<file path="config.mk">
export PLATFORM = sky130hd
export DESIGN_NAME = fsr2_top
export DESIGN_NICKNAME = d
export VERILOG_FILES = /design/src/design/fsr2_pkg.sv /design/src/design/fsr2_top.sv
export VERILOG_INCLUDE_DIRS = /design/src /design/src/design
export SDC_FILE = /design/constraint.sdc
export NUM_CORES = 1
export LEC_CHECK = 0
export BUFFER_PORTS_ARGS = -buffer_cell sky130_fd_sc_hd__buf_2
export CAP_MARGIN = 20
export CORE_UTILIZATION = 45
export DETAILED_ROUTE_END_ITERATION = 12
export HOLD_SLACK_MARGIN = 0.08
export PLACE_DENSITY = 0.82
export RECOVER_POWER = 50
export SYNTH_ARGS = -nofsm -noshare
export SYNTH_HDL_FRONTEND = slang
export SYNTH_SLANG_ARGS = --single-unit
</file>
<file path="constraint.sdc">
create_clock -name hclk -period 4.7 [get_ports hclk]
set_clock_uncertainty 0.15 [all_clocks]
set_input_delay 0.94 -clock hclk [delete_from_list [all_inputs] [get_ports hclk]]
set_output_delay 0.94 -clock hclk [all_outputs]
set_load 0.05 [all_outputs]
</file>
<file path="src/design/fsr2_defines.svh">
// What this block does
// - suspend opcode 75h sets suspend flag bit 7
// - resume 7Ah, resets, 66h/99h clear suspend flag
// - complement protect bit 6, default 0
// - complement set inverts the protection map
// - bits 5:3 read-only lock field, default 000
// - bit 5 reg 3, bit 4 reg 2, bit 3 reg 1
// - programming byte 127 sets its lock bit
// - locked register read-only, lock never clears
// - security register 0 always locked, no bit
// - quad enable bit 1, default 0, enables quad
// - quad off: pins keep protect and hold functions
// - quad on: pins become data lines 2 and 3
// - quad enable gates six quad opcodes only
// - bit 0 upper status-protect, default 0
// - status-protect bits are volatile
// - protect 00: writes need latch, pin ignored
// - protect 01: pin low rejects, high accepts
// - protect 10: writes blocked until reset
// - protect 11: until reset, or forever if locked
`ifndef FSR2_DEFINES_SVH
`define FSR2_DEFINES_SVH
// register byte offsets
`define FSR2_OFS_STATUS2  5'h00
`define FSR2_OFS_CTRL     5'h04
`define FSR2_OFS_PMAP     5'h08
`define FSR2_OFS_PEFF     5'h0C
`define FSR2_OFS_OTPPROG  5'h10
`define FSR2_OFS_FLAGS    5'h14
// status register two field positions
`define FSR2_B_SUSPEND_FLAG       7
`define FSR2_B_COMPLEMENT_PROTECT      6
`define FSR2_B_QE         1
`define FSR2_B_SRPHI      0
// control register field positions
`define FSR2_B_SRPLO      0
`define FSR2_B_WEL        1
`define FSR2_B_STATUS_LOCK_BIT     2
// flags register field positions
`define FSR2_B_WRREF      0
`define FSR2_B_OTPREF     1
`define FSR2_B_CMDREF     2
// reset values
`define FSR2_RST_STATUS2  8'h00
`define FSR2_RST_PMAP     16'h0000
// opcodes
`define FSR2_OP_SUSPEND   8'h75
`define FSR2_OP_RESUME    8'h7A
`define FSR2_OP_RSTEN     8'h66
`define FSR2_OP_RST       8'h99
`define FSR2_OP_QOREAD    8'h6B
`define FSR2_OP_XIPREAD   8'hEB
`define FSR2_OP_XIPREADW  8'hE7
`define FSR2_OP_QPROG     8'h32
`define FSR2_OP_WRAP      8'h77
`define FSR2_OP_QID       8'h94
// last byte index of a 128-byte security register
`define FSR2_OTP_LAST     7'h7F
`endif

</file>
<file path="src/design/fsr2_pkg.sv">
package fsr2_pkg;
    // pin synchroniser lanes
    typedef struct packed {
        logic sclk;   // serial clock
        logic cs_n;   // chip select
        logic si;     // serial data in
        logic wp_n;   // write protect pin
        logic hold_n; // hold or reset pin
    } fsr2_pins_t;

    // whole state of the block
    typedef struct packed {
        fsr2_pins_t  sy1;         // first sync stage
        fsr2_pins_t  sy2;         // second sync stage
        logic        sclk_d;      // sclk of previous cycle
        logic        cs_n_d;      // cs of previous cycle
        logic [2:0]  bitcnt;      // bits of opcode shifted
        logic [7:0]  shreg;       // opcode shifter
        logic        full;        // whole opcode received
        logic        rst_armed;   // reset enable seen
        logic        suspend_flag;        // suspend flag
        logic        complement_protect;       // complement protect
        logic        qe;          // quad enable
        logic        srp_hi;      // upper status protect
        logic        srp_lo;      // lower status protect
        logic        write_enable_latch;         // write enable latch
        logic        status_lock_bit;      // status lock bit
        logic [2:0]  otp_lock;    // lock bits regs 3..1
        logic [15:0] pmap;        // configured protect map
        logic [15:0] peff;        // effective protect map
        logic        wr_ref;      // status write refused
        logic        otp_ref;     // otp program refused
        logic        cmd_ref;     // quad opcode refused
        logic        rd_pend;     // read data phase
        logic        wr_pend;     // write data phase
        logic [4:0]  addr;        // latched address
        logic        hreadyout;   // bus ready
        logic [31:0] hrdata;      // bus read data
        logic        quad_io;     // pins in data mode
        logic        pin_fn;      // pins in control mode
    } fsr2_state_t;
endpackage

</file>
<file path="src/design/fsr2_top.sv">
// Our own choices: the AHB-Lite slave port and the register addresses.
`timescale 1ns/1ps
`include "fsr2_defines.svh"

module fsr2_top (
    input  wire logic              hclk,
    input  wire logic              hresetn,
    input  wire logic              hsel,
    input  wire logic [31:0]       haddr,
    input  wire logic [1:0]        htrans,
    input  wire logic              hwrite,
    input  wire logic [2:0]        hsize,
    input  wire logic [31:0]       hwdata,
    input  wire logic              hready,
    output logic                   hreadyout,
    output logic                   hresp,
    output logic [31:0]            hrdata,
    input  wire fsr2_pkg::fsr2_pins_t pins,
    output logic                   quad_io,
    output logic                   pin_fn,
    output logic                   suspended,
    output logic [15:0]            prot_eff
);
    import fsr2_pkg::*;

    ////////////////////////////////////////////////////////////////////
    // state and derived terms
    fsr2_state_t st_r;          // registered state
    fsr2_state_t st_nxt;        // next state
    logic        sclk_rise;     // link clock rising edge
    logic        cs_rise;       // end of a frame
    logic        hw_rst;        // reset from hold pin
    logic        sw_rst;        // 66h then 99h
    logic        wp_high;       // protect pin reads high
    logic        wr_ok;         // status write allowed
    logic        addr_ok;       // bus address phase taken
    logic [7:0]  status2;       // status two read view
    logic [31:0] rd_mux;        // read data selection
    logic        quad_op;       // opcode needs quad enable

    ////////////////////////////////////////////////////////////////////
    // combinational helpers
    always_comb begin
        // edges seen on the synchronised link pins
        sclk_rise = st_r.sy2.sclk & ~st_r.sclk_d & ~st_r.sy2.cs_n;
        cs_rise   = st_r.sy2.cs_n & ~st_r.cs_n_d;
        // hold pin resets only while it is a control pin
        hw_rst    = ~st_r.qe & ~st_r.sy2.hold_n;
        sw_rst    = cs_rise & st_r.full & st_r.rst_armed
                    & (st_r.shreg == `FSR2_OP_RST);
        // with quad on, the protect function is off
        wp_high   = st_r.qe | st_r.sy2.wp_n;
        // protection decode of the status-protect pair
        case ({st_r.srp_hi, st_r.srp_lo})
            2'b00:   wr_ok = st_r.write_enable_latch;
            2'b01:   wr_ok = st_r.write_enable_latch & wp_high;
            2'b10:   wr_ok = 1'b0;
            default: wr_ok = 1'b0;
        endcase
        // opcodes that only run with quad enabled
        case (st_r.shreg)
            `FSR2_OP_QOREAD, `FSR2_OP_XIPREAD, `FSR2_OP_XIPREADW,
            `FSR2_OP_QPROG, `FSR2_OP_WRAP, `FSR2_OP_QID:
                quad_op = 1'b1;
            default:
                quad_op = 1'b0;
        endcase
        // bit 2 reserved, reads zero
        status2 = {st_r.suspend_flag, st_r.complement_protect, st_r.otp_lock, 1'b0,
                   st_r.qe, st_r.srp_hi};
        addr_ok = hsel & htrans[1] & hready;
        // read mux, unmapped offsets read zero
        case (st_r.addr)
            `FSR2_OFS_STATUS2: rd_mux = {24'h00_0000, status2};
            `FSR2_OFS_CTRL:    rd_mux = {29'h0000_0000, st_r.status_lock_bit,
                                         st_r.write_enable_latch, st_r.srp_lo};
            `FSR2_OFS_PMAP:    rd_mux = {16'h0000, st_r.pmap};
            `FSR2_OFS_PEFF:    rd_mux = {16'h0000, st_r.peff};
            `FSR2_OFS_FLAGS:   rd_mux = {20'h0_0000, st_r.otp_lock, 1'b1,
                                         5'h00, st_r.cmd_ref,
                                         st_r.otp_ref, st_r.wr_ref};
            default:           rd_mux = 32'h0000_0000;
        endcase
    end

    ////////////////////////////////////////////////////////////////////
    // next state
    always_comb begin
        st_nxt = st_r;
        // two-flop synchronisers, first stage read only by second
        st_nxt.sy1    = pins;
        st_nxt.sy2    = st_r.sy1;
        st_nxt.sclk_d = st_r.sy2.sclk;
        st_nxt.cs_n_d = st_r.sy2.cs_n;

        // opcode shifter, restarts while chip select is high
        if (st_r.sy2.cs_n) begin
            st_nxt.bitcnt = 3'd0;
        end else if (sclk_rise && !st_r.full) begin
            st_nxt.shreg  = {st_r.shreg[6:0], st_r.sy2.si};
            st_nxt.bitcnt = st_r.bitcnt + 3'd1;
            st_nxt.full   = (st_r.bitcnt == 3'd7);
        end

        // complete opcodes act at the end of their frame
        if (cs_rise) begin
            st_nxt.full = 1'b0;
            if (st_r.full) begin
                st_nxt.rst_armed = (st_r.shreg == `FSR2_OP_RSTEN);
                if (st_r.shreg == `FSR2_OP_SUSPEND) begin
                    st_nxt.suspend_flag = 1'b1;
                end
                if (st_r.shreg == `FSR2_OP_RESUME) begin
                    st_nxt.suspend_flag = 1'b0;
                end
                if (quad_op && !st_r.qe) begin
                    st_nxt.cmd_ref = 1'b1;
                end
            end
        end

        // bus address phase, reads take one wait state
        st_nxt.wr_pend   = 1'b0;
        st_nxt.rd_pend   = 1'b0;
        st_nxt.hreadyout = 1'b1;
        if (st_r.rd_pend) begin
            st_nxt.hrdata = rd_mux;
        end
        if (addr_ok) begin
            st_nxt.addr    = {haddr[4:2], 2'b00};
            st_nxt.wr_pend = hwrite;
            st_nxt.rd_pend = ~hwrite;
            if (!hwrite) begin
                st_nxt.hreadyout = 1'b0;
            end
        end

        // bus write data phase
        if (st_r.wr_pend) begin
            case (st_r.addr)
                `FSR2_OFS_STATUS2: begin
                    // read-only bits are left alone
                    if (wr_ok) begin
                        st_nxt.complement_protect  = hwdata[`FSR2_B_COMPLEMENT_PROTECT];
                        st_nxt.qe     = hwdata[`FSR2_B_QE];
                        st_nxt.srp_hi = hwdata[`FSR2_B_SRPHI];
                        st_nxt.write_enable_latch    = 1'b0;
                    end else begin
                        st_nxt.wr_ref = 1'b1;
                    end
                end
                `FSR2_OFS_CTRL: begin
                    if (hwdata[`FSR2_B_WEL]) begin
                        // write enable, no other effect
                        st_nxt.write_enable_latch = 1'b1;
                    end else if (wr_ok) begin
                        st_nxt.srp_lo = hwdata[`FSR2_B_SRPLO];
                        st_nxt.status_lock_bit = st_r.status_lock_bit
                                        | hwdata[`FSR2_B_STATUS_LOCK_BIT];
                        st_nxt.write_enable_latch    = 1'b0;
                    end else begin
                        st_nxt.wr_ref = 1'b1;
                    end
                end
                `FSR2_OFS_PMAP: begin
                    st_nxt.pmap = hwdata[15:0];
                end
                `FSR2_OFS_OTPPROG: begin
                    // register 0 and locked registers refuse
                    if (hwdata[1:0] == 2'd0) begin
                        st_nxt.otp_ref = 1'b1;
                    end else if (st_r.otp_lock[hwdata[1:0] - 2'd1]) begin
                        st_nxt.otp_ref = 1'b1;
                    end else if (hwdata[14:8] == `FSR2_OTP_LAST) begin
                        st_nxt.otp_lock[hwdata[1:0] - 2'd1] = 1'b1;
                    end
                end
                `FSR2_OFS_FLAGS: begin
                    // write one to clear, a new event wins
                    // only a quad opcode refusal can land in the same cycle as this write
                    st_nxt.wr_ref  = st_r.wr_ref & ~hwdata[`FSR2_B_WRREF];
                    st_nxt.otp_ref = st_r.otp_ref & ~hwdata[`FSR2_B_OTPREF];
                    st_nxt.cmd_ref = (st_r.cmd_ref & ~hwdata[`FSR2_B_CMDREF])
                                     | (cs_rise & st_r.full & quad_op
                                        & ~st_r.qe);
                end
                default: begin
                    // unmapped or read-only, ignored
                end
            endcase
        end

        // hardware or software reset of the volatile bits
        if (hw_rst || sw_rst) begin
            st_nxt.suspend_flag      = 1'b0;
            st_nxt.write_enable_latch       = 1'b0;
            st_nxt.rst_armed = 1'b0;
            // lockdown ends, unless locked for good
            if (!(st_r.status_lock_bit && st_r.srp_hi && st_r.srp_lo)) begin
                st_nxt.srp_hi = 1'b0;
                st_nxt.srp_lo = 1'b0;
            end
        end

        // effective map, inverted under complement
        st_nxt.peff    = st_r.complement_protect ? ~st_r.pmap : st_r.pmap;
        st_nxt.quad_io = st_r.qe;
        st_nxt.pin_fn  = ~st_r.qe;
    end

    ////////////////////////////////////////////////////////////////////
    // state register
    always_ff @(posedge hclk or negedge hresetn) begin
        if (!hresetn) begin
            st_r           <= '0;
            st_r.sy1       <= 5'h1F;
            st_r.sy2       <= 5'h1F;
            st_r.sclk_d    <= 1'b1;
            st_r.cs_n_d    <= 1'b1;
            st_r.pmap      <= `FSR2_RST_PMAP;
            st_r.peff      <= `FSR2_RST_PMAP;
            st_r.hreadyout <= 1'b1;
            st_r.pin_fn    <= 1'b1;
        end else begin
            st_r <= st_nxt;
        end
    end

    ////////////////////////////////////////////////////////////////////
    // outputs straight from the state register, hresp tied low
    assign hreadyout = st_r.hreadyout;
    assign hrdata    = st_r.hrdata;
    assign hresp     = 1'b0;
    assign quad_io   = st_r.quad_io;
    assign pin_fn    = st_r.pin_fn;
    assign suspended = st_r.suspend_flag;
    assign prot_eff  = st_r.peff;

endmodule
</file>
### Word level (Yosys, flattened, before mapping)

Cells that the tools add are included.

| cells by class | value |
|---|---|
| magnitude comparators | 2 |
| bitwise gates (word level) | 31 |
| reductions and logical operators | 32 |
| equal/unequal tests | 23 |
| multiplexer cells | 47 |
| $add $sub $neg | 2 |

Operators with widths:

| cell | number |
|---|---|
| 16-bit case mux with 5 select lines | 1 |
| 8-bit by 7-bit equality test with 1-bit output (second input constant) | 5 |
| 8-bit equality test (second input constant) | 4 |
| 16-bit 2-to-1 mux | 2 |
| 1-bit 2-to-1 mux | 24 |
| 3-bit 2-to-1 mux | 8 |
| 23-bit 2-to-1 mux | 1 |
| 16-bit inverter | 1 |
| 1-bit bitwise AND | 15 |
| 12-bit 2-to-1 mux | 1 |
| 3-bit AND reduction | 4 |
| 2-bit nonzero test | 6 |
| 1-bit inverter | 11 |
| 3-bit equality test (second input constant) | 3 |
| 3-bit nonzero test | 3 |
| 8-bit by 6-bit equality test with 1-bit output (second input constant) | 1 |
| 8-bit 2-to-1 mux | 1 |
| 2-bit AND reduction | 4 |
| 4-bit AND reduction | 2 |
| 7-bit equality test (second input constant) | 1 |
| 3-bit by 2-bit equality test with 1-bit output (second input constant) | 2 |
| 2-bit 2-to-1 mux | 3 |
| 3-bit inequality test (second input constant) | 2 |
| 1-bit case mux with 2 select lines | 3 |
| other kinds (21) | 29 |

| word-level totals | value |
|---|---|
| register bits | 110 |
| word-level logic and storage cells | 173 |
| input bits | 79 |
| output and inout port bits | 53 |

### Longest topological paths before layout

| logic depth | value |
|---|---|
| word-level depth | 13 |
| depth in mapped cells | 6 |
| mapped depth without buffers | 6 |

### Least setup slack after synthesis

OpenSTA, ideal clock, no wires.

| path | value |
|---|---|
| path type | input-to-reg |
| start point | input port hwdata[0] |
| end point | register st_r[77] in the netlist's numbering |
| required time | 4.486 ns |
| library setup time | 0.064 ns |
| setup slack | 2.536 ns |
| path buffers | 0 |
| stages | 6 |
| arrival time | 1.949 ns |
| cells stage by stage | inv_1 -> ha_1 -> nand3b_1 -> o2111ai_1 -> nor3_1 -> a21o_1 |

| between the ends | value |
|---|---|
| longest elaborated chain between the ends | 6 |
| elaborated cells on any way between the ends | 13 |

RTL lines:

| element | line | text |
|---|---|---|
| start, declared | fsr2_top.sv:13 | `input wire logic [31:0] hwdata,` |
| 2-bit by 1-bit subtractor with 2-bit output | fsr2_top.sv:172, fsr2_top.sv:175 |  |
| 2-bit by 3-bit < comparator with 1-bit output (not written as such) / 2-bit by 1-bit >= comparator with 1-bit output (equally long branches) | fsr2_top.sv:175 | `st_nxt.otp_lock[hwdata[1:0] - 2'd1] = 1'b1;` |
| 1-bit logical AND (not written as such) | fsr2_top.sv:175 |  |
| 1-bit 2-to-1 mux (not written as such) | fsr2_top.sv:175 |  |
| 1-bit demux with 2-bit select | fsr2_top.sv:175 |  |
| 3-bit bitwise OR (no source line) | - |  |
| end signal, assigned | fsr2_top.sv:225 | `st_r <= st_nxt;` |
| end, declared | fsr2_top.sv:28 | `fsr2_state_t st_r;` |

Several ways; a longest one is shown, not always the timed one. The select of a mux whose other input is x is not followed.
A chain may end at the register's enable or synchronous reset.

### Worst setup path in the final report

| path | value |
|---|---|
| start point | register st_r (netlist bit st_nxt[100]) |
| end point | register st_r[99] in the netlist's numbering |

| between the ends | value |
|---|---|
| longest elaborated chain between the ends | 4 |
| elaborated cells on any way between the ends | 5 |

RTL lines:

| element | line | text |
|---|---|---|
| 1-bit inverter (no source line) | - |  |
| 1-bit bitwise AND | fsr2_top.sv:45 | `sclk_rise = st_r.sy2.sclk & ~st_r.sclk_d & ~st_r.sy2.cs_n;` |
| 1-bit logical AND | fsr2_top.sv:99 | `end else if (sclk_rise && !st_r.full) begin` |
| 2-bit nonzero test (no source line) | - |  |

Several ways; a longest one is shown, not always the timed one.

==> results.md <==
- Area occupied by multi-input gates: ~0.0017 mm^2
- Mapped Cells: between 300 and 400
- Die Ht: 102 um
- CP startpoint kind: register
- TritonRoute pass-1 iters: 4
- Wire length per cell: 15.6 um
- Top FF cell, synth: dfrtp_1
- Min Tclk post-route: between 3 and 4 ns
- Root Buffer: clkbuf_8
- Sequential fraction of the synthesis area: a little over half
- Critical Path AT: 3.10 ns
- Largest net degree at the start of global routing: between 60 and 70
- Hold Buf Count CTS: 0
- CP required: about 4.7 ns
- CTS Buffer Depth: 2
- Number of synthesized flops with an enable pin: 0
- Final GP Congestion: 0.891
- MaxCap Viol Count: 1
- # diodes: 0
- Failing checks: capacitance limit, slew limit
- Placeable core area: slightly below 0.01 mm^2
- Pwr dens: between 500 and 600 mW/mm^2
- Cts bufs inserted: 9
- CP Class: register to register
- GRT Overall Usage: a little under a fifth
- Clock Sinks: 94
- Synth area leaders: dfrtp_1 44%, buf_4 8.3%, dfstp_2 8.2%
- Global-route wire length before repair: 14.5 mm
- Clk_lat worst skew: about 0.37 ns
- Worst Tran Pin Value: roughly 2.4 ns
- Worst IR Drop VDD: 0.000195 V
- Slew margin rel.: -65.3%
- WHS: ~0.21 ns
- Final setup violation count: 0
- FILL cells: a little under 900
- Hold Vio Cnt, Final: 0
- Setup bufs post-CTS: 0
- Critical Path End Type: register
- CTS resizes: 0
- Max Clock Freq: about 320 MHz
- Layout cells sized above 1: 23.8%
- Via Count: just under 3000
- Asr flop ratio synth: 100%
- Fin Setup TNS: 0 ns
- Vias/cell: around 5.2
- Die X: 102 um
- Cell Rows: 36
- Post-Syn Area: about 0.0045 mm^2
- Count of cell types in the netlist: 55
- Post-Route WL: 8.72 mm
- Clock slew at reported path FFs: approximately 0.08 ns
- Vias in the first global route: 2963
- Initial antenna violation count: 0
- Ys Warns: 0
- Slew Limit Fails: 16
- Initial core utilization: between 40% and 50%
- # DRC: 0
- Area Overhead vs Synth: 6.69%
- Post-synthesis register bit count: between 90 and 100
- Fin crit share: between 60% and 70%
- Hold Path Class: register to register
- Post-synth top area cell: dfrtp_1
- Setup repair after global routing missed its margin: no
- HPWL after DPL: around 6.3 mm
- LEAKAGE: around 2.4 nW
- DR iter-0 viols: between 150 and 200
- CTS tree: built
- Overall power: 2.43 mW
- Crit path cell chain: nor4b_1 > o21ai_0
- Outcome: finished, violations left
- Max H-tree Level: 3
- Critical path's largest stage delay: 1.97 ns
- IO Pins: 132
- Crit Path Max Fanout: 15
- Syn_area_per_cell: approximately 12 um^2
- Worst path slowest cell: nor4b_1
- Sequential Area: approximately 0.0024 mm^2
- Die area: 0.0104 mm^2
- Number of buffers added on ports: 65
- Gr ovfl total: 0
- Final #Nets: 505
- ANT nets after route: 0
- Post-synth top area share: 44.4%
-- final timing paths --
| path | start | endpoint | slack [ns] | cells after the start |
|---|---|---|---|---|
| setup / recovery | st_nxt[100] | st_r[99] | 1.58 | 2 |
| hold / removal | st_nxt[106] | st_nxt[101] | 0.21 | 0 |
| setup reg to reg | st_nxt[100] | st_r[99] | 1.58 | 2 |
| hold reg to reg | st_nxt[106] | st_nxt[101] | 0.21 | 0 |
| min in group asynchronous | hresetn | st_r[76] | 0.50 | 1 |
| max in group asynchronous | hresetn | pin_fn | 2.98 | 2 |
-- through the flow --
stage / instance area (um^2) / utilization (%) / setup WS (ns) / cells
2_1_floorplan: 4570 / - / 2.54 / 405
3_3_place_gp: 4640 / 47.7 / 2.16 / 542
3_5_place_dp: 4640 / 47.7 / 2.02 / 542
4_1_cts: 4830 / 49.7 / 2.24 / 558
5_1_grt: 4810 / 49.4 / 1.06 / 558
6_report: 4810 / 49.4 / 1.58 / 558
-- cell families (layout without fill, tap and decap cells) --
family	Yosys count	after routing	synth area share (%)
flops	94	94	52.6
buf+inv	85	105	11.4
simple gates	79	79	10.7
compound gates	64	64	9.86
mux	44	44	10.5
xor+xnor	16	16	3.11
fa+ha+maj	6	6	1.67
other cells	1	17	0.0832
-- registers in the layout, indices dropped and copies added, names as in the netlist --
signal / flops
hrdata: 16
hreadyout: 1
pin_fn: 1
prot_eff: 16
quad_io: 1
st_nxt: 8
st_r: 50
suspended: 1
-- worst max-delay path, delay by kind of cell (launching register included) --
kind | cells | cell delay (ns)
flip-flops | 1 | 0.44
AO/OA/AOI/OAI | 1 | 0.34
AND/OR/NAND/NOR | 1 | 1.97
-- area by class of cell --
class / count / area share, %
Sequential cell: 94 / 49.3
Multi-Input combinational cell: 226 / 34.5
Timing Repair Buffer: 67 / 7.10
Tap cell: 133 / 3.46
Clock buffer: 10 / 2.86
Inverter: 22 / 1.72
Clock inverter: 6 / 1.04
-- routing by layer --
| metal | wire, um | vias up | track usage (%) |
|---|---|---|---|
| met5 | 0 | - | 0 |
| met4 | 89 | 0 | 5.93 |
| met3 | 456 | 11 | 4.92 |
| met2 | 4470 | 98 | 31.5 |
| met1 | 3700 | 1451 | 22.5 |
| li1 | - | 1344 | - |
-- layout by cell type, fill, tap and decap left out, types with 4 or more instances in the layout --
cell	n
nand2_1	13
clkbuf_8	10
nand3_1	6
nand2b_1	11
a21o_1	5
nor2_1	19
o22ai_1	12
conb_1	17
a21oi_1	14
dfrtp_1	80
a22oi_1	4
nand3b_1	4
buf_2	63
inv_1	22
mux2_1	24
mux2i_1	17
xor2_1	16
inv_6	4
dfstp_2	13
ha_1	6
-- where the power goes --
| part | internal [mW] | switching (mW) |
|---|---|---|
| logic | 0.229 | 0.534 |
| clock network | 0.214 | 0.292 |
| registers | 0.988 | 0.177 |
-- synthesized netlist by cell type (3+ instances only) --
master and instances:
dfrtp_1 80, buf_4 50, mux2_1 24, inv_1 22, nor2_1 19, mux2i_1 17, xor2_1 16, a21oi_1 14
dfstp_2 14, nand2_1 13, o22ai_1 12, nand2b_1 11, buf_2 7, ha_1 6, nand3_1 6, a21o_1 5
clkbuf_1 5, a22oi_1 4, nand3b_1 4, o21ai_1 4, a22o_1 3, mux2_2 3, nand4_1 3, nor2b_1 3
o221ai_1 3
(Power assumes the default switching activity.)
